$ cat src/inc/frontend_consts.svh
// Purpose: Offsets, field positions, reset values and counts for the front end control.
// Assumes: Word-wide register port with a 4-bit register address.
// Notes: Definitions only.
`ifndef FRONTEND_CONSTS_SVH
`define FRONTEND_CONSTS_SVH

// ************************************************************
// Register addresses
// ************************************************************
`define PRI_CTRL_ADDR 4'h0
`define AUX_CTRL_ADDR 4'h1
`define CUR_CTRL_ADDR 4'h2
`define STATUS_ADDR 4'h3
`define PRI_RESULT_ADDR 4'h4
`define AUX_RESULT_ADDR 4'h5

// ************************************************************
// Field positions
// ************************************************************
`define PRI_CH_LSB 0
`define PRI_CH_MSB 1
`define PRI_RANGE_LSB 2
`define PRI_RANGE_MSB 4
`define PRI_UNI_BIT 5
`define AUX_CH_LSB 0
`define AUX_CH_MSB 1
`define AUX_UNI_BIT 2
`define CUR_BURN_BIT 0
`define CUR_A_LSB 1
`define CUR_A_MSB 2
`define CUR_B_LSB 3
`define CUR_B_MSB 4
`define ST_PRI_SETTLING_BIT 0
`define ST_AUX_SETTLING_BIT 1
`define ST_PRI_READY_BIT 2
`define ST_AUX_READY_BIT 3

// ************************************************************
// Reset values and counts
// ************************************************************
`define PRI_CTRL_RST 6'h00
`define AUX_CTRL_RST 3'h0
`define CUR_CTRL_RST 5'h00
`define SETTLE_PERIODS 2

`endif

$ cat src/inc/frontend_pkg.sv
// Purpose: Types shared by the front end control modules.
// Assumes: Encodings follow declaration order.
// Notes: Constants live in frontend_consts.svh.
package frontend_pkg;

	// Primary differential pair selection
	typedef enum logic [1:0] {pair_1_2, pair_3_4, pair_3_2, pair_2_2_short} pri_channel_type;

	// Auxiliary single-ended source selection
	typedef enum logic [1:0] {aux_input_3, aux_input_4, aux_input_5, aux_temp_sensor} aux_channel_type;

	// Primary gain ranges, 20 mV up to 2.56 V span with a 2.5 V reference
	typedef enum logic [2:0] {range_20mv, range_40mv, range_80mv, range_160mv,
		range_320mv, range_640mv, range_1280mv, range_2560mv} gain_range_type;

	// Steering of one 200 uA excitation source
	typedef enum logic [1:0] {route_off, route_pin1, route_pin2, route_spare} exc_route_type;

	// Register state of the top module
	typedef struct packed {
		pri_channel_type pri_channel;
		gain_range_type pri_range;
		logic pri_unipolar;
		aux_channel_type aux_channel;
		logic aux_unipolar;
		logic burnout;
		exc_route_type route_a;
		exc_route_type route_b;
		logic pri_restart;
		logic aux_restart;
		logic pri_ready;
		logic aux_ready;
		logic [31:0] rdata;
	} frontend_state_type;

endpackage

$ cat src/verilog/current_switch_decoder.sv
// Purpose: Turns burnout and excitation settings into registered switch enables.
// Assumes: Settings come from registers of the control block.
// Notes: Spare route code leaves a source off.
`timescale 1ns/1ps
module current_switch_decoder (
	input wire logic clk,
	input wire logic reset,
	input wire logic burnout,
	input wire frontend_pkg::exc_route_type route_a,
	input wire frontend_pkg::exc_route_type route_b,
	output logic burn_src_on,
	output logic burn_snk_on,
	output logic pin1_from_a,
	output logic pin1_from_b,
	output logic pin2_from_a,
	output logic pin2_from_b
);
	// Switch state
	typedef struct packed {
		logic burn_src;
		logic burn_snk;
		logic [1:0] pin1;
		logic [1:0] pin2;
	} switch_state_type;

	switch_state_type state_r;
	switch_state_type state_nxt;

	// ************************************************************
	// Decode
	// ************************************************************
	// Both burnout currents follow one bit; both sources may land on one pin
	always_comb begin
		state_nxt.burn_src = burnout; // RULE_10
		state_nxt.burn_snk = burnout; // RULE_10
		state_nxt.pin1 = {route_b == frontend_pkg::route_pin1,
			route_a == frontend_pkg::route_pin1}; // RULE_13
		state_nxt.pin2 = {route_b == frontend_pkg::route_pin2,
			route_a == frontend_pkg::route_pin2}; // RULE_13
	end

	// Register the enables, all off at reset
	always_ff @(posedge clk or posedge reset) begin
		if (reset) begin
			state_r <= '0;
		end else begin
			state_r <= state_nxt;
		end
	end

	assign burn_src_on = state_r.burn_src;
	assign burn_snk_on = state_r.burn_snk;
	assign pin1_from_a = state_r.pin1[0];
	assign pin1_from_b = state_r.pin1[1];
	assign pin2_from_a = state_r.pin2[0];
	assign pin2_from_b = state_r.pin2[1];
endmodule

$ cat src/verilog/result_chop_coder.sv
// Purpose: Averages filter outputs, holds off results while settling, applies coding.
// Assumes: Samples are two's complement fractions of full scale.
// Notes: Restart discards history.
`timescale 1ns/1ps
`include "frontend_consts.svh"
module result_chop_coder #(
	parameter int WIDTH = 24,
	parameter int SETTLE = `SETTLE_PERIODS
) (
	input wire logic clk,
	input wire logic reset,
	input wire logic restart,
	input wire logic unipolar,
	input wire logic sample_strobe,
	input wire logic [WIDTH-1:0] sample,
	output logic [WIDTH-1:0] result,
	output logic result_strobe,
	output logic settling
);
	// Path state
	typedef struct packed {
		logic [WIDTH-1:0] prev;
		logic [1:0] seen;
		logic [WIDTH-1:0] result;
		logic strobe;
		logic settling;
	} path_state_type;

	path_state_type state_r;
	path_state_type state_nxt;
	logic [WIDTH:0] sum; // Widened sum of two samples

	// Output coding over the full word
	function automatic logic [WIDTH-1:0] code(input logic [WIDTH-1:0] v, input logic uni);
		logic [WIDTH-1:0] c;
		c = {~v[WIDTH-1], v[WIDTH-2:0]}; // RULE_09
		if (uni) begin
			if (v[WIDTH-1]) begin
				c = '0; // RULE_08
			end else if (&v[WIDTH-2:0]) begin
				c = '1; // RULE_08
			end else begin
				c = {v[WIDTH-2:0], 1'b0}; // RULE_08
			end
		end
		return c; // RULE_15
	endfunction

	// ************************************************************
	// Next state
	// ************************************************************
	always_comb begin
		state_nxt = state_r;
		state_nxt.strobe = 1'b0;
		sum = {state_r.prev[WIDTH-1], state_r.prev} + {sample[WIDTH-1], sample};
		if (restart) begin
			// New channel: forget history, wait again
			state_nxt.seen = 2'h0; // RULE_03
			state_nxt.settling = 1'b1;
		end else if (sample_strobe) begin
			state_nxt.prev = sample;
			if (state_r.seen < 2'(SETTLE - 1)) begin
				state_nxt.seen = state_r.seen + 2'h1; // RULE_04
			end else begin
				// Chop average of this and previous output
				state_nxt.result = code(sum[WIDTH:1], unipolar); // RULE_07
				state_nxt.strobe = 1'b1; // RULE_04
				state_nxt.settling = 1'b0;
			end
		end
	end

	// Register, settling after reset
	always_ff @(posedge clk or posedge reset) begin
		if (reset) begin
			state_r <= '{prev: '0, seen: 2'h0, result: '0, strobe: 1'b0, settling: 1'b1};
		end else begin
			state_r <= state_nxt;
		end
	end

	assign result = state_r.result;
	assign result_strobe = state_r.strobe;
	assign settling = state_r.settling;
endmodule

$ cat src/verilog/adc_input_frontend_control.sv
// Purpose: Control of the analog front end of a two-converter measurement unit.
// Assumes: Filter output words arrive as two's complement with a one-cycle strobe.
// Notes: Registers sit on a plain word port with read data one cycle later.
//
// Operation
// RULE_01: Primary selects three pairs or shorted input
// RULE_02: Auxiliary selects inputs 3, 4, 5 or temperature
// RULE_03: Channel change withholds results until settled
// RULE_04: Settling takes two output update periods
// RULE_05: Primary range picks one of eight gains
// RULE_06: Auxiliary has one fixed span, no gain
// RULE_07: Polarity bit changes output coding only
// RULE_08: Unipolar results use straight binary
// RULE_09: Bipolar results use offset binary
// RULE_10: One bit switches both burnout currents
// RULE_11: Software clears burnout for normal measurement
// RULE_12: Software reads full-scale open, zero shorted
// RULE_13: Two excitation sources, separate or one pin
// RULE_14: Field encodings and positions are parameters
// RULE_15: Result width per converter, coding full width
`timescale 1ns/1ps
`include "frontend_consts.svh"

module adc_input_frontend_control #(
	parameter int PRI_WIDTH = 24,
	parameter int AUX_WIDTH = 16
) (
	input wire logic clk,
	input wire logic reset,
	// Register port
	input wire logic [3:0] reg_addr,
	input wire logic [31:0] reg_wdata,
	input wire logic reg_write,
	input wire logic reg_read,
	output logic [31:0] reg_rdata,
	// Filter outputs
	input wire logic pri_sample_strobe,
	input wire logic [PRI_WIDTH-1:0] pri_sample,
	input wire logic aux_sample_strobe,
	input wire logic [AUX_WIDTH-1:0] aux_sample,
	// Analog switch controls
	output frontend_pkg::pri_channel_type pri_channel_sel,
	output frontend_pkg::gain_range_type pri_range_sel,
	output logic pri_unipolar,
	output frontend_pkg::aux_channel_type aux_channel_sel,
	output logic aux_unipolar,
	output logic burnout_source_on,
	output logic burnout_sink_on,
	output logic excitation_pin_1_from_a,
	output logic excitation_pin_1_from_b,
	output logic excitation_pin_2_from_a,
	output logic excitation_pin_2_from_b,
	// Coded results
	output logic [PRI_WIDTH-1:0] pri_result,
	output logic pri_result_strobe,
	output logic pri_settling,
	output logic [AUX_WIDTH-1:0] aux_result,
	output logic aux_result_strobe,
	output logic aux_settling
);

	// ************************************************************
	// Declarations
	// ************************************************************

	// Whole register state of this module
	frontend_pkg::frontend_state_type state_r;
	// Next value of the state
	frontend_pkg::frontend_state_type state_nxt;

	// Write strobes per register
	logic pri_ctrl_wr;
	logic aux_ctrl_wr;
	logic cur_ctrl_wr;
	// Read strobes with side effects
	logic pri_result_rd;
	logic aux_result_rd;

	// Channel fields of the incoming write
	frontend_pkg::pri_channel_type pri_channel_new;
	frontend_pkg::aux_channel_type aux_channel_new;

	// ************************************************************
	// Helper functions
	// ************************************************************

	// Address match, used by every strobe decode
	function automatic logic hit(input logic [3:0] addr, input logic [3:0] offset);
		return addr == offset;
	endfunction

	// Primary control readback word
	function automatic logic [31:0] pri_word(input frontend_pkg::frontend_state_type s);
		logic [31:0] w;
		w = 32'h00000000;
		w[`PRI_CH_MSB:`PRI_CH_LSB] = s.pri_channel; // RULE_14
		w[`PRI_RANGE_MSB:`PRI_RANGE_LSB] = s.pri_range;
		w[`PRI_UNI_BIT] = s.pri_unipolar;
		return w;
	endfunction

	// Auxiliary control readback word
	function automatic logic [31:0] aux_word(input frontend_pkg::frontend_state_type s);
		logic [31:0] w;
		w = 32'h00000000;
		w[`AUX_CH_MSB:`AUX_CH_LSB] = s.aux_channel;
		w[`AUX_UNI_BIT] = s.aux_unipolar;
		return w;
	endfunction

	// Current source readback word
	function automatic logic [31:0] cur_word(input frontend_pkg::frontend_state_type s);
		logic [31:0] w;
		w = 32'h00000000;
		w[`CUR_BURN_BIT] = s.burnout;
		w[`CUR_A_MSB:`CUR_A_LSB] = s.route_a;
		w[`CUR_B_MSB:`CUR_B_LSB] = s.route_b;
		return w;
	endfunction

	// ************************************************************
	// Strobe decode
	// ************************************************************

	// Writes and reads that touch a specific register
	always_comb begin
		pri_ctrl_wr = reg_write && hit(reg_addr, `PRI_CTRL_ADDR);
		aux_ctrl_wr = reg_write && hit(reg_addr, `AUX_CTRL_ADDR);
		cur_ctrl_wr = reg_write && hit(reg_addr, `CUR_CTRL_ADDR);
		pri_result_rd = reg_read && hit(reg_addr, `PRI_RESULT_ADDR);
		aux_result_rd = reg_read && hit(reg_addr, `AUX_RESULT_ADDR);
		// Channel fields as they would be written
		pri_channel_new = frontend_pkg::pri_channel_type'(reg_wdata[`PRI_CH_MSB:`PRI_CH_LSB]);
		aux_channel_new = frontend_pkg::aux_channel_type'(reg_wdata[`AUX_CH_MSB:`AUX_CH_LSB]);
	end

	// ************************************************************
	// Next state
	// ************************************************************

	// Control registers, restart pulses, sticky ready flags and read data
	always_comb begin
		state_nxt = state_r;
		// Restart pulses last one cycle
		state_nxt.pri_restart = 1'b0;
		state_nxt.aux_restart = 1'b0;

		// Primary control: channel, range and polarity
		if (pri_ctrl_wr) begin
			state_nxt.pri_channel = pri_channel_new; // RULE_01
			state_nxt.pri_range = frontend_pkg::gain_range_type'(
				reg_wdata[`PRI_RANGE_MSB:`PRI_RANGE_LSB]); // RULE_05
			state_nxt.pri_unipolar = reg_wdata[`PRI_UNI_BIT]; // RULE_07
			// Only a different pair restarts settling; polarity alone does not
			if (pri_channel_new != state_r.pri_channel) begin
				state_nxt.pri_restart = 1'b1; // RULE_03
			end
		end

		// Auxiliary control: channel and polarity, no gain field
		if (aux_ctrl_wr) begin
			state_nxt.aux_channel = aux_channel_new; // RULE_02
			state_nxt.aux_unipolar = reg_wdata[`AUX_UNI_BIT]; // RULE_06
			if (aux_channel_new != state_r.aux_channel) begin
				state_nxt.aux_restart = 1'b1; // RULE_03
			end
		end

		// Current source control: burnout and excitation steering
		if (cur_ctrl_wr) begin
			state_nxt.burnout = reg_wdata[`CUR_BURN_BIT]; // RULE_10
			state_nxt.route_a = frontend_pkg::exc_route_type'(
				reg_wdata[`CUR_A_MSB:`CUR_A_LSB]); // RULE_13
			state_nxt.route_b = frontend_pkg::exc_route_type'(
				reg_wdata[`CUR_B_MSB:`CUR_B_LSB]); // RULE_13
		end

		// Sticky ready flags: reading the result clears, a new result wins
		if (pri_result_rd) begin
			state_nxt.pri_ready = 1'b0;
		end
		if (pri_result_strobe) begin
			state_nxt.pri_ready = 1'b1;
		end
		if (aux_result_rd) begin
			state_nxt.aux_ready = 1'b0;
		end
		if (aux_result_strobe) begin
			state_nxt.aux_ready = 1'b1;
		end

		// Read data stands only in the cycle after the read strobe
		state_nxt.rdata = 32'h00000000;
		if (reg_read) begin
			unique case (reg_addr)
				// Primary control readback
				`PRI_CTRL_ADDR: begin
					state_nxt.rdata = pri_word(state_r);
				end
				// Auxiliary control readback
				`AUX_CTRL_ADDR: begin
					state_nxt.rdata = aux_word(state_r);
				end
				// Current source readback
				`CUR_CTRL_ADDR: begin
					state_nxt.rdata = cur_word(state_r);
				end
				// Settling and ready status
				`STATUS_ADDR: begin
					state_nxt.rdata[`ST_PRI_SETTLING_BIT] = pri_settling;
					state_nxt.rdata[`ST_AUX_SETTLING_BIT] = aux_settling;
					state_nxt.rdata[`ST_PRI_READY_BIT] = state_r.pri_ready;
					state_nxt.rdata[`ST_AUX_READY_BIT] = state_r.aux_ready;
				end
				// Latest primary result, low bits
				`PRI_RESULT_ADDR: begin
					state_nxt.rdata = 32'(pri_result);
				end
				// Latest auxiliary result, low bits
				`AUX_RESULT_ADDR: begin
					state_nxt.rdata = 32'(aux_result);
				end
				// Unmapped addresses read zero
				default: begin
					state_nxt.rdata = 32'h00000000;
				end
			endcase
		end
	end

	// ************************************************************
	// State register
	// ************************************************************

	// Reset puts burnout off, excitation off, pair 1/2, lowest range, bipolar
	always_ff @(posedge clk or posedge reset) begin
		if (reset) begin
			state_r.pri_channel <= frontend_pkg::pri_channel_type'(
				`PRI_CTRL_RST & 6'h03);
			state_r.pri_range <= frontend_pkg::range_20mv;
			state_r.pri_unipolar <= 1'b0;
			state_r.aux_channel <= frontend_pkg::aux_channel_type'(
				`AUX_CTRL_RST & 3'h3);
			state_r.aux_unipolar <= 1'b0;
			state_r.burnout <= 1'b0;
			state_r.route_a <= frontend_pkg::route_off;
			state_r.route_b <= frontend_pkg::route_off;
			state_r.pri_restart <= 1'b0;
			state_r.aux_restart <= 1'b0;
			state_r.pri_ready <= 1'b0;
			state_r.aux_ready <= 1'b0;
			state_r.rdata <= 32'h00000000;
		end else begin
			state_r <= state_nxt;
		end
	end

	// ************************************************************
	// Result paths
	// ************************************************************

	// Primary path: averaging, settling hold-off and coding
	result_chop_coder #(
		.WIDTH(PRI_WIDTH),
		.SETTLE(`SETTLE_PERIODS)
	) pri_path (
		.clk(clk),
		.reset(reset),
		.restart(state_r.pri_restart),
		.unipolar(state_r.pri_unipolar),
		.sample_strobe(pri_sample_strobe),
		.sample(pri_sample),
		.result(pri_result),
		.result_strobe(pri_result_strobe),
		.settling(pri_settling)
	);

	// Auxiliary path: same treatment, fixed span
	result_chop_coder #(
		.WIDTH(AUX_WIDTH),
		.SETTLE(`SETTLE_PERIODS)
	) aux_path (
		.clk(clk),
		.reset(reset),
		.restart(state_r.aux_restart),
		.unipolar(state_r.aux_unipolar),
		.sample_strobe(aux_sample_strobe),
		.sample(aux_sample),
		.result(aux_result),
		.result_strobe(aux_result_strobe),
		.settling(aux_settling)
	);

	// ************************************************************
	// Current switches
	// ************************************************************

	// Burnout follows the selected primary pair through the mux outside
	current_switch_decoder currents (
		.clk(clk),
		.reset(reset),
		.burnout(state_r.burnout),
		.route_a(state_r.route_a),
		.route_b(state_r.route_b),
		.burn_src_on(burnout_source_on),
		.burn_snk_on(burnout_sink_on),
		.pin1_from_a(excitation_pin_1_from_a),
		.pin1_from_b(excitation_pin_1_from_b),
		.pin2_from_a(excitation_pin_2_from_a),
		.pin2_from_b(excitation_pin_2_from_b)
	);

	// ************************************************************
	// Outputs
	// ************************************************************

	// All driven straight from flip-flops
	assign reg_rdata = state_r.rdata;
	assign pri_channel_sel = state_r.pri_channel; // RULE_01
	assign pri_range_sel = state_r.pri_range; // RULE_05
	assign pri_unipolar = state_r.pri_unipolar;
	assign aux_channel_sel = state_r.aux_channel; // RULE_02
	assign aux_unipolar = state_r.aux_unipolar;

endmodule

$ cat config.mk
export PLATFORM = sky130hd
export DESIGN_NAME = adc_input_frontend_control
export DESIGN_NICKNAME = d
export VERILOG_FILES = /design/src/inc/frontend_pkg.sv /design/src/verilog/current_switch_decoder.sv /design/src/verilog/result_chop_coder.sv /design/src/verilog/adc_input_frontend_control.sv
export VERILOG_INCLUDE_DIRS = /design/src /design/src/inc
export SDC_FILE = /design/constraint.sdc
export NUM_CORES = 1
export LEC_CHECK = 0
export ABC_AREA = 1
export BUFFER_PORTS_ARGS = -buffer_cell sky130_fd_sc_hd__buf_2
export CAP_MARGIN = 15
export CORE_ASPECT_RATIO = 0.9
export CORE_UTILIZATION = 50
export DETAILED_ROUTE_END_ITERATION = 12
export GPL_TIMING_DRIVEN = 0
export PLACE_DENSITY = 0.71
export SLEW_MARGIN = 20
export SYNTH_ARGS = -nofsm -noshare
export SYNTH_HDL_FRONTEND = slang
export SYNTH_HIERARCHICAL = 1
export SYNTH_SLANG_ARGS = --single-unit
$ cat constraint.sdc
create_clock -name clk -period 2.5 [get_ports clk]
set_input_delay 0.125 -clock clk [delete_from_list [all_inputs] [get_ports clk]]
set_output_delay 0.125 -clock clk [all_outputs]
set_load 0.05 [all_outputs]
* After elaboration in Yosys (flattened, before gate mapping) *
Index checks and enable logic that the tools add are counted.

word-level totals
  ROM bits = 0
  register bits after elaboration = 143
  RAM bits = 0
  memories = 0
  output and inout port bits = 91
  input bits = 82
  latch bits = 0

cells by class
  multiplexer cells = 29
  shift operators = 0
  equal/unequal tests = 13
  bitwise gates (word level) = 6
  magnitude comparators = 2
  multipliers = 0
  add/sub/neg operators = 4
  div/mod/pow operators = 0
  reduce and logical (&&, ||, !) cells = 22

operators by type and width
  kind                                                              number
  24-bit two-way mux                                                4
  20-bit one-hot mux with 4 select lines                            1
  16-bit two-way mux                                                3
  28-bit two-way mux                                                1
  26-bit two-way mux                                                1
  24-bit by 24-bit adder with 25-bit output                         1
  4-bit one-hot mux with 6 select lines                             1
  23-bit AND reduction                                              1
  20-bit two-way mux                                                1
  18-bit two-way mux                                                1
  16-bit by 16-bit adder with 17-bit output                         1
  15-bit AND reduction                                              1
  1-bit two-way mux                                                 12
  2-bit AND reduction                                               6
  2-bit nonzero test                                                6
  4-bit by 2-bit == test with 1-bit output (second input constant)  2
  4-bit by 3-bit == test with 1-bit output (second input constant)  2
  2-bit two-way mux                                                 4
  1-bit NOT                                                         6
  3-bit AND reduction                                               2
  1-bit logical AND                                                 5
  2-bit by 1-bit adder with 2-bit output (second input constant)    2
  2-bit by 1-bit == test with 1-bit output (second input constant)  2
  2-bit == test (second input constant)                             2
  other kinds (5)                                                   8

* Logic depth before layout (Yosys ltp) *
Gate-level depths: netlist of run 1.

  depth in word-level cells = 8
  depth in mapped cells = 17
  depth with buffers taken out = 17

* By module *
The synthesis of run 1 kept the hierarchy.

by module, submodules not included
  module                        instances  cells each  seq. area each (sq um)  area each (sq um)
  result_chop_coder (pri_path)  1          663         1302.5                  4285.4
  result_chop_coder (aux_path)  1          396         902.1                   2782.7
  adc_input_frontend_control    1          252         1051.0                  2227.1
  current_switch_decoder        1          15          125.1                   166.4

* Least setup slack after synthesis of run 1 *
No wires, ideal clock.

  path kind = reg2reg
  start point = register pri_path/state_r[29] (netlist bit)
  end point = register pri_path.state_r, in the netlist pri_path/result[7]
  setup slack = 0.430 ns
  arrival = 1.932 ns
  buffers on the path = 2
  required time = 2.362 ns
  cell stages (with the launch flop) = 16
  path through = dfrtp_1 -> inv_1 -> fa_1 -> inv_1 -> nand2_1 -> nand2_1 -> nand3_2 -> nand2_1 -> nand3_2 -> nand3_1 -> nand2_1 -> and2_4 -> buf_8 -> buf_12 -> nand3_2 -> a31oi_1

between the ends
  word-level cells in the longest chain between the ends = 5

RTL lines
  element                                        line                     source
  start, declared                                result_chop_coder.sv:29  path_state_type state_r;
  start signal, assigned                         result_chop_coder.sv:76  state_r <= '{prev: '0, seen: 2'h0, result: '0, strobe: 1'b0, settling: 1'b1};
  start signal, assigned                         result_chop_coder.sv:78  state_r <= state_nxt;
  24-bit by 24-bit adder with 25-bit output (*)  result_chop_coder.sv:55  sum = {state_r.prev[WIDTH-1], state_r.prev} + {sample[WIDTH-1], sample};
  23-bit AND reduction                           result_chop_coder.sv:40  end else if (&v[WIDTH-2:0]) begin
  24-bit two-way mux                             result_chop_coder.sv:40
  24-bit two-way mux                             result_chop_coder.sv:38  if (v[WIDTH-1]) begin
  24-bit two-way mux (*)                         result_chop_coder.sv:37  if (uni) begin

Mark *: on every way between the ends. The rest lies on a longest branch, timed or not.
A chain may end at the register's enable or synchronous reset.

* Worst setup path in the final report of run 1 *
  start point = register aux_path/state_r[21] (netlist bit)
  end point = register aux_path.state_r, in the netlist aux_path/result[3]

between the ends
  word-level cells in the longest chain between the ends = 5

RTL lines
  element                                        line
  start, declared                                result_chop_coder.sv:29
  start signal, assigned                         result_chop_coder.sv:76
  start signal, assigned                         result_chop_coder.sv:78
  16-bit by 16-bit adder with 17-bit output (*)  result_chop_coder.sv:55
  15-bit AND reduction                           result_chop_coder.sv:40
  16-bit two-way mux                             result_chop_coder.sv:40
  16-bit two-way mux                             result_chop_coder.sv:38
  16-bit two-way mux (*)                         result_chop_coder.sv:37

Marks and branches as above.

==> results of run 1 <==
## stage by stage
| step | power, uW | worst slack, ps | std cells | utilization (%) |
|---|---|---|---|---|
| CTS | 10800 | 169 | 1793 | 62.8 |
| detailed placement | 8110 | 191 | 1719 | 57.1 |
| finish | 10900 | 191 | 1793 | 62.9 |
| floorplan | 6930 | 430 | 1333 | - |
| global route | 11400 | 2.71 | 1793 | 62.9 |
| global placement | 8020 | 202 | 1716 | 56.8 |
## final cells by class
class,instances,area (um^2),area share [%]
clock buffers,17,425,3.66
flip-flops and latches,135,3380,29.1
multi-input cells,901,4630,39.8
inverters,187,704,6.06
repair buffers,183,1180,10.1
clock inverters,15,200,1.72
plain buffers,110,795,6.84
well taps,245,307,2.64
## repair_timing
item | 4_1_cts | 5_1_grt
hold buffers | 42 | 0
hold endpoints to repair | 101 | 0
endpoints found under the setup margin | 0 | 5
gates resized for setup | 0 | 5
## state kept, by name, indices dropped and copies added (netlist names), 2 cells and up
| signal | count |
|---|---|
| aux_path/result | 16 |
| pri_channel_sel | 2 |
| reg_rdata | 24 |
| pri_range_sel | 3 |
| state_r | 9 |
| pri_path/result | 24 |
| aux_channel_sel | 2 |
| pri_path/state_r | 26 |
| aux_path/state_r | 18 |
## power groups by stage
stage	logic [uW]	clock network, uW	registers [uW]
CTS	5130	2700	3020
finish	5160	2670	3020
global route	5550	2800	3080
floorplan	3860	0	3070
detailed placement	5060	0	3050
global placement	4990	0	3030
## synthesized netlist by cell type (all sizes together)
cell type  number  area, um^2
nand4          15         100
nand3b          7        52.6
inv           187         704
xnor2           4        35.0
dfrtp         133        3330
and3            1        11.3
a21oi          48         259
a31oi          20         125
conb            1        3.75
mux2           15         169
nor3            6        46.3
clkbuf         15        66.3
fa              2        40.0
xor2            4        35.0
o21bai          2        15.0
and2            4        27.5
a211oi          2        15.0
o21a            1        7.51
o22ai          10        68.8
a21o            2        15.0
ha             40         500
dfstp           2        52.6
nand2         440        1680
nor2          106         433
buf            95         728
o21ai          33         176
nand3         128         748
or2             3        18.8
## routing by layer
layer | wire length (um) | GRT usage, % | share of wire (%) | up-vias
li1 | - | - | - | 4533
met1 | 11600 | 36.6 | 47 | 4098
met2 | 11000 | 40.7 | 45 | 302
met3 | 1630 | 4.59 | 6.6 | 22
met4 | 344 | 7.22 | 1.4 | 0
met5 | 0 | 0 | 0 | -
## how the worst max path moves through the flow
stage | end | slack, ps | cells past startpoint
3_5_place_dp | pri_path/result[17] | 190 | 16
6_report | aux_path/result[3] | 190 | 15
3_3_place_gp | pri_path/result[17] | 200 | 16
4_1_cts | pri_path/result[17] | 170 | 16
5_1_grt | aux_path/result[3] | 3 | 15
2_1_floorplan | pri_path/result[7] | 430 | 15
## kinds of logic (layout without fill, tap and decap cells)
group / Yosys count / count (layout) / synth area share [%]
other: 1 / 8 / 0.0396
xor gates and xnor gates: 8 / 8 / 0.740
DFF: 135 / 135 / 35.7
and+or+nand+nor: 710 / 710 / 32.9
AOI/OAI and AO/OA: 118 / 118 / 7.21
buffers and inverters: 297 / 512 / 15.8
muxes: 15 / 15 / 1.79
adders and majority gates: 42 / 42 / 5.71
## critical path, cell delays in order (launching register included)
cell,delay (ps)
dfrtp_1,370
inv_1,80
fa_1,450
inv_1,110
nand2_1,70
nand2_1,80
nand3_2,90
nand2_2,110
nand3_2,80
nand2_2,80
nand2_2,70
a21oi_4,230
inv_4,110
o22ai_1,180
nand2_1,80
nand2_1,60
==> flow_metrics.tcl, run 1 <==
set metrics [dict create \
    numPortBuffers 138 \
    holdCritStartpoint "reg_wdata[2]" \
    post_cts_buffers 0 \
    syn2layout_area_growth_pct 22.8 \
    root_buffer "clkbuf_16" \
    place_area_um2 10600 \
    io_pins 173 \
    layout-drive-gt1-share_pct 22.4 \
    clkPwrFrac_pct 24.6 \
    num_vias 8955 \
    first_global_vias 8158 \
    p_comb_share_pct 47.6 \
    holdWs_ps 9.69 \
    drt_wl_total_um 24600 \
    netlist_area_um2 9460 \
    maxSlewViolCount 0 \
    rsz0062_at_grt "false" \
    cap_violations 0 \
    die_w_um 147 \
    path_class "reg2reg" \
    p_int_uw 5880 \
    seqPwrFrac_pct 27.8 \
    avgSynthCellArea_um2 7.14 \
    crit_arrival_ps 2670 \
    fin_setup_tns_ps 0 \
    grt-ovfl-total 0 \
    fin_crit_ps 2310 \
    first_pass_iters 5 \
    period_share_pct 92.3 \
    via_per_inst 4.99 \
    core_area_um2 18500 \
    antenna_found_initial 0 \
    synth.yosys.seq_area_share_pct 35.7 \
    maxSlewHeadroom_pct 55.9 \
    cts.sinks 135 \
    die_area_um2 19500 \
    fmax_mhz 433 \
    netSwitchingPower_uw 4970 \
    grt_pass1_wl_um 40100 \
    cts.path.max_buffers 2 \
    num_rows 47 \
    htree_levels 4 \
    synth-seq-cells 135 \
    status "finished, final reports clean" \
    r2r_start "aux_path/state_r[21]" \
    die_h_um 133 \
    cts_made_buffers 17 \
    drc 0 \
    startpoint "aux_path/state_r[21]" \
    hp-class "in2reg" \
    clkTransAtPathRegs_ps 70 \
    gp_congestion 0.955 \
    end_kind "register" \
    drt_iter0_drc 513 \
    n_antenna_cell 0 \
    power_density_nw_per_um2 934 \
    mostFrequentLayoutCell "nand2_1" \
    final_cell_mix "429 x nand2_1, 179 x inv_1, 143 x buf_2" \
    rr_worst_depth 15 \
    holdPathEnd "pri_range_sel[0]" \
    yosysWarnings 6 \
    grt.total_usage_pct 25.9 \
    grt_max_degree 29 \
    rrSetupSlack_ps 190 \
    fin_skew_ps 10.7 \
    cts_tree "done" \
    worstPathMaxFanout 10 \
    netlist_instances 1326 \
    yosysUniqueCellTypes 51 \
    swShare_pct 45.8 \
    ir_drop_uv 524 \
    nets 1659 \
    power_leakage_uw 0.00649 \
    ant_nets 0 \
    finalSetupViolations 0 \
    holdPathStages 3 \
    cp.required_ps 2860 \
    finalHoldViolCount 0 \
    post-route-cell-area_um2 11600 \
    post_drt_wl_per_cell_um 13.7 \
    fillers 1684 \
    initial_utilization_pct 51.2 \
    insertion_delay_ps 430 \
    dpl.hpwl_um 19400 \
    rr_endpoint "aux_path/result[3]" \
    start_kind "register" \
    worstMarginPinSlew_ps 662 \
]
No activity file was read; power rests on OpenSTA's default activity.
==> run 2: changes to the inputs <==
--- a/config.mk
+++ b/config.mk
@@ -6,7 +6,6 @@
 export SDC_FILE = /design/constraint.sdc
 export NUM_CORES = 1
 export LEC_CHECK = 0
-export ABC_AREA = 1
 export BUFFER_PORTS_ARGS = -buffer_cell sky130_fd_sc_hd__buf_2
 export CAP_MARGIN = 15
 export CORE_ASPECT_RATIO = 0.9
==> flow_metrics.tcl, run 2 <==
set metrics [dict create \
    yosysUniqueCellTypes 82 \
    netlist_area_um2 8870 \
    largest_reg_flops 26 \
    final_cell_count_no_fill 1411 \
    ir_drop_uv 678 \
    finalSetupViolations 24 \
    fin_skew_ps 7.84 \
    num_vias 7898 \
    dpl.hpwl_um 16400 \
    yosysWarnings 6 \
    post-place-ws_ps -276 \
    worstPathMaxFanout 7 \
    synth_area_leaders "dfrtp_1 38%, mux2_2 7.5%, buf_4 7.0%, ha_1 5.6%, nor2_1 4.4%" \
    path_class "reg2reg" \
    htree_levels 4 \
    post_drt_wl_per_cell_um 17.1 \
    yosys.area.top_type_share_pct 37.5 \
    clkTransAtPathRegs_ps 60 \
    status "finished, violations left" \
    maxSlewViolCount 0 \
    utilization_pct 69.8 \
    synthTopCellsByCount "133 x dfrtp_1, 104 x nor2_1, 83 x buf_4" \
    synth_edf_count 0 \
    cpMaxStageDelayCell "dfrtp_1" \
    drt_iter0_drc 527 \
    cts.path.max_buffers 2 \
    max_stage_delay_ps 390 \
    setup_slack_ps -198 \
    worstMarginPinSlew_ps 917 \
    period_share_pct 108 \
    fmax_mhz 371 \
    first_pass_iters 5 \
    largest-register "pri_path/state_r" \
    die_h_um 128 \
    numPortBuffers 137 \
    startpoint "pri_path/state_r[36]" \
    rsz0062_at_grt "true" \
    start_kind "register" \
    cap_violations 0 \
    fin_setup_tns_ps -2430 \
    fin_crit_ps 2700 \
    final_cell_mix "144 x buf_2, 133 x dfrtp_1, 109 x buf_4" \
    initial_utilization_pct 51.8 \
    ys.flop_type "dfrtp_1" \
    n_antenna_cell 0 \
    avgSynthCellArea_um2 9.60 \
    cts.sinks 135 \
    synth.yosys.seq_area_share_pct 38.1 \
    root_buffer "clkbuf_16" \
    power_density_nw_per_um2 991 \
    rr_worst_depth 11 \
    cts_tree "done" \
    fillers 1312 \
    dp.cells 1305 \
    rr_endpoint "pri_path/result[0]" \
    layout-drive-gt1-share_pct 42.2 \
    cp.required_ps 2800 \
    rrSetupSlack_ps -200 \
    synth-seq-cells 135 \
    path_cells "ha_1, buf_4, a31oi_1, o211ai_1, o21a_2, o311a_4, a311oi_4, buf_4, nor3b_2, nand4_1, o21ai_1" \
    nets 1287 \
    syn2layout_area_growth_pct 34.6 \
    insertion_delay_ps 420 \
    gp_congestion 0.918 \
    crit_end "pri_path/result[0]" \
    violations "negative setup slack" \
    maxSlewHeadroom_pct 38.9 \
    via_per_inst 5.60 \
    power_leakage_uw 0.00540 \
    grt_pass1_wl_um 36300 \
    cts_made_buffers 17 \
    drt_wl_total_um 24200 \
    end_kind "register" \
    first_global_vias 7179 \
    grt_max_degree 53 \
    io_pins 173 \
    hp-class "in2reg" \
    die_w_um 142 \
    grt-ovfl-total 0 \
    cpMostUsedCell "buf_4" \
    yosysMostFrequentCell "dfrtp_1" \
    finalHoldViolCount 0 \
    r2r_start "pri_path/state_r[36]" \
    num_rows 45 \
    netlist_instances 924 \
    grt.total_usage_pct 25.5 \
    die_area_um2 18300 \
    antenna_found_initial 0 \
    crit_arrival_ps 3000 \
    drc 0 \
    synth_top_area_cell "dfrtp_1" \
    holdWs_ps 24.6 \
    ant_nets 0 \
    mostFrequentLayoutCell "buf_2" \
    core_area_um2 17100 \
    async_flop_share_pct 100 \
]
-- run 2: changes by cell type after synthesis, sizes merged, moves of 16 or more --
cell,before,now
a21oi,48,78
a22oi,0,20
and3,1,17
inv,187,28
mux2,15,59
nand2,440,52
nand3,128,19
xnor2,4,21
-- run 2: how the worst min path moves through the flow --
stage	startpoint	to	slack, ps	cells past startpoint
2_1_floorplan	reset	currents/burn_snk_on	-100	1
3_3_place_gp	reset	currents/pin2_from_b	80	2
3_5_place_dp	reset	aux_path/state_r[19]	80	2
4_1_cts	reg_wdata[1]	pri_channel_sel[1]	10	2
5_1_grt	reg_wdata[0]	pri_channel_sel[0]	40	2
6_report	reg_wdata[1]	aux_channel_sel[1]	20	2
-- run 2: stage by stage --
stage | power [uW] | instance area [um^2]
after floorplan | 7160 | 8900
after global placement | 8280 | 9880
after detailed placement | 8370 | 9930
after CTS | 11200 | 11300
after global routing | 12400 | 11900
final | 11800 | 11900
-- run 2: routing by layer --
layer | part of all wire [%] | vias up | global-route usage (%)
li1 | - | 3675 | -
met1 | 47 | 3844 | 37.3
met2 | 44 | 323 | 38.6
met3 | 6.8 | 56 | 4.32
met4 | 2.4 | 0 | 8.35
met5 | 0 | - | 0
-- run 2: worst max-delay path: cells and delay by family (launching register included) --
family          cells  cell delay (ps)
buf+inv             2              370
flops               1              390
fa+ha+maj           1              290
simple gates        2              140
compound gates      6             1390
-- run 2: timing repair --
item,CTS,global route
endpoints found under the hold margin,165,0
endpoints found under the setup margin,34,39
cloned,0,2
setup buffers,9,20
hold buffers,47,0
pin swaps,21,54
resized for setup,32,103
-- run 2: area by class of cell --
cell class / instances / area, um^2 / share of cell area [%]
plain buffers: 118 / 838 / 7.02
clock buffers: 20 / 467 / 3.91
clock inverters: 12 / 139 / 1.16
inverters: 29 / 111 / 0.932
multi-input cells: 645 / 5260 / 44.0
flip-flops and latches: 135 / 3380 / 28.3
well taps: 235 / 294 / 2.46
repair buffers: 217 / 1450 / 12.2
-- run 2: cells by family after synthesis --
family	Yosys count	synth area share (%)
fa+ha+maj	42	6.09
flops	135	38.1
simple gates	273	15.5
xor+xnor	35	3.62
compound gates	219	16.9
mux	68	9.05
buf+inv	151	10.7
other cells	1	0.0423
-- run 2: report_power, final --
part | switching [uW] | internal, uW
Clock | 1020 | 1560
Combinational | 3900 | 2280
Sequential | 363 | 2710
==> run 3: changes to the inputs <==
--- a/config.mk
+++ b/config.mk
@@ -12,7 +12,7 @@
 export CORE_UTILIZATION = 50
 export DETAILED_ROUTE_END_ITERATION = 12
 export GPL_TIMING_DRIVEN = 0
-export PLACE_DENSITY = 0.71
+export PLACE_DENSITY = 0.73
 export SLEW_MARGIN = 20
 export SYNTH_ARGS = -nofsm -noshare
 export SYNTH_HDL_FRONTEND = slang
==> flow_metrics.tcl, run 3 (synthesized netlist as in run 2, its figures left out) <==
set metrics [dict create \
    status "finished, violations left" \
    violations "negative setup slack" \
    final_cell_count_no_fill 1409 \
    grt.total_usage_pct 25.8 \
    numPortBuffers 137 \
    worstMarginPinSlew_ps 886 \
    num_rows 45 \
    dp.cells 1305 \
    mostFrequentLayoutCell "buf_2" \
    power_leakage_uw 0.00540 \
    start_kind "register" \
    maxSlewHeadroom_pct 40.9 \
    crit_arrival_ps 3180 \
    gp_congestion 0.900 \
    cts.path.max_buffers 2 \
    cp_top_family "simple AND/OR/NAND/NOR gates" \
    path_cells "ha_1, clkbuf_4, nand4_1, nor3_2, o31a_1, o21a_2, o31ai_4, buf_4, xor2_2, nor4_2, nand3_1, o21ai_1" \
    first_pass_iters 5 \
    maxSlewViolCount 0 \
    cts_made_buffers 17 \
    htree_levels 4 \
    drt_wl_total_um 24700 \
    grt-ovfl-total 0 \
    fin_setup_tns_ps -1990 \
    setup_slack_ps -323 \
    path_class "reg2reg" \
    num_vias 7855 \
    ir_drop_uv 690 \
    dpl.hpwl_um 16600 \
    worstPathMaxFanout 7 \
    final_cell_mix "143 x buf_2, 133 x dfrtp_1, 107 x buf_4" \
    finalSetupViolations 22 \
    root_buffer "clkbuf_16" \
    grt_max_degree 53 \
    startpoint "pri_path/state_r[38]" \
    hp-class "in2reg" \
    fillers 1289 \
    fin_skew_ps 9.38 \
    cts_tree "done" \
    power_density_nw_per_um2 993 \
    finalHoldViolCount 0 \
    max_stage_delay_ps 380 \
    utilization_pct 69.9 \
    nets 1285 \
    die_h_um 128 \
    largest_reg_flops 26 \
    period_share_pct 113 \
    grt_pass1_wl_um 36500 \
    largest-register "pri_path/state_r" \
    syn2layout_area_growth_pct 34.9 \
    holdCritStartpoint "reg_wdata[1]" \
    cp.required_ps 2850 \
    via_per_inst 5.57 \
    insertion_delay_ps 420 \
    layout-drive-gt1-share_pct 42.2 \
    holdWs_ps 15.8 \
    fmax_mhz 354 \
    cpMaxStageDelayCell "dfrtp_1" \
    clkTransAtPathRegs_ps 60 \
    r2r_start "pri_path/state_r[38]" \
    first_global_vias 7233 \
    multi_input_area_um2 5280 \
    n_antenna_cell 0 \
    drt_iter0_drc 573 \
    cap_violations 0 \
    crit_buf_inv 2 \
    fin_total_pwr_uw 11900 \
    io_pins 173 \
    die_area_um2 18300 \
    antenna_found_initial 0 \
    post_drt_wl_per_cell_um 17.5 \
    drc 0 \
    fin_crit_ps 2820 \
    rsz0062_at_grt "true" \
    regArea_um2 3380 \
    ant_nets 0 \
    die_w_um 142 \
    cts.sinks 135 \
    end_kind "register" \
    core_area_um2 17100 \
    initial_utilization_pct 51.8 \
]
## run 3: cell count changes in the layout (fill, tap and decap cells not counted), sizes merged
cell / before / now
buf: 270 / 268
inv: 33 / 32
bufinv: 2 / 3
## run 3: cell type report
type | count | area share, %
tap | 235 | 2.46
buffer | 118 | 7.03
sequential | 135 | 28.2
clock inverter | 12 | 1.39
inverter | 29 | 0.930
clock buffer | 20 | 3.81
multi-input combinational | 645 | 44.1
timing repair buffer | 215 | 12.1
## run 3: per-stage QoR
| step | setup WS [ps] | area, um^2 |
|---|---|---|
| finish | -323 | 12000 |
| global placement | -255 | 9880 |
| CTS | -123 | 11400 |
| detailed placement | -303 | 9940 |
| floorplan | 10.5 | 8900 |
| global route | -403 | 12000 |
## run 3: final timing paths
kind	to	slack, ps	depth (start not counted)
max in group asynchronous	pri_path/state_r[37]	1590	3
hold reg to reg	currents/burn_snk_on	420	0
setup / recovery	pri_path/result[0]	-320	12
hold / removal	pri_channel_sel[1]	20	2
setup reg to reg	pri_path/result[0]	-320	12
min in group asynchronous	currents/pin1_from_a	240	3
## run 3: timing repair
action,4_1_cts,5_1_grt
setup endpoints to repair,35,40
resized for setup,50,87
hold buffers,47,0
pin swaps,25,42
buffers inserted,11,17
hold endpoints to repair,141,0
gates cloned,0,1
## run 3: routing by layer
layer	vias up	track usage (%)	part of all wire, %
met2	310	39.4	46
met4	0	8.92	2.3
met1	3814	36.7	46
met3	49	4.88	6.0
met5	-	0	0
li1	3682	-	-
## run 3: where the power goes
| part | total (uW) | switching [uW] | internal (uW) |
|---|---|---|---|
| clock network | 2670 | 1020 | 1640 |
| registers | 3060 | 351 | 2710 |
| logic | 6160 | 3890 | 2270 |
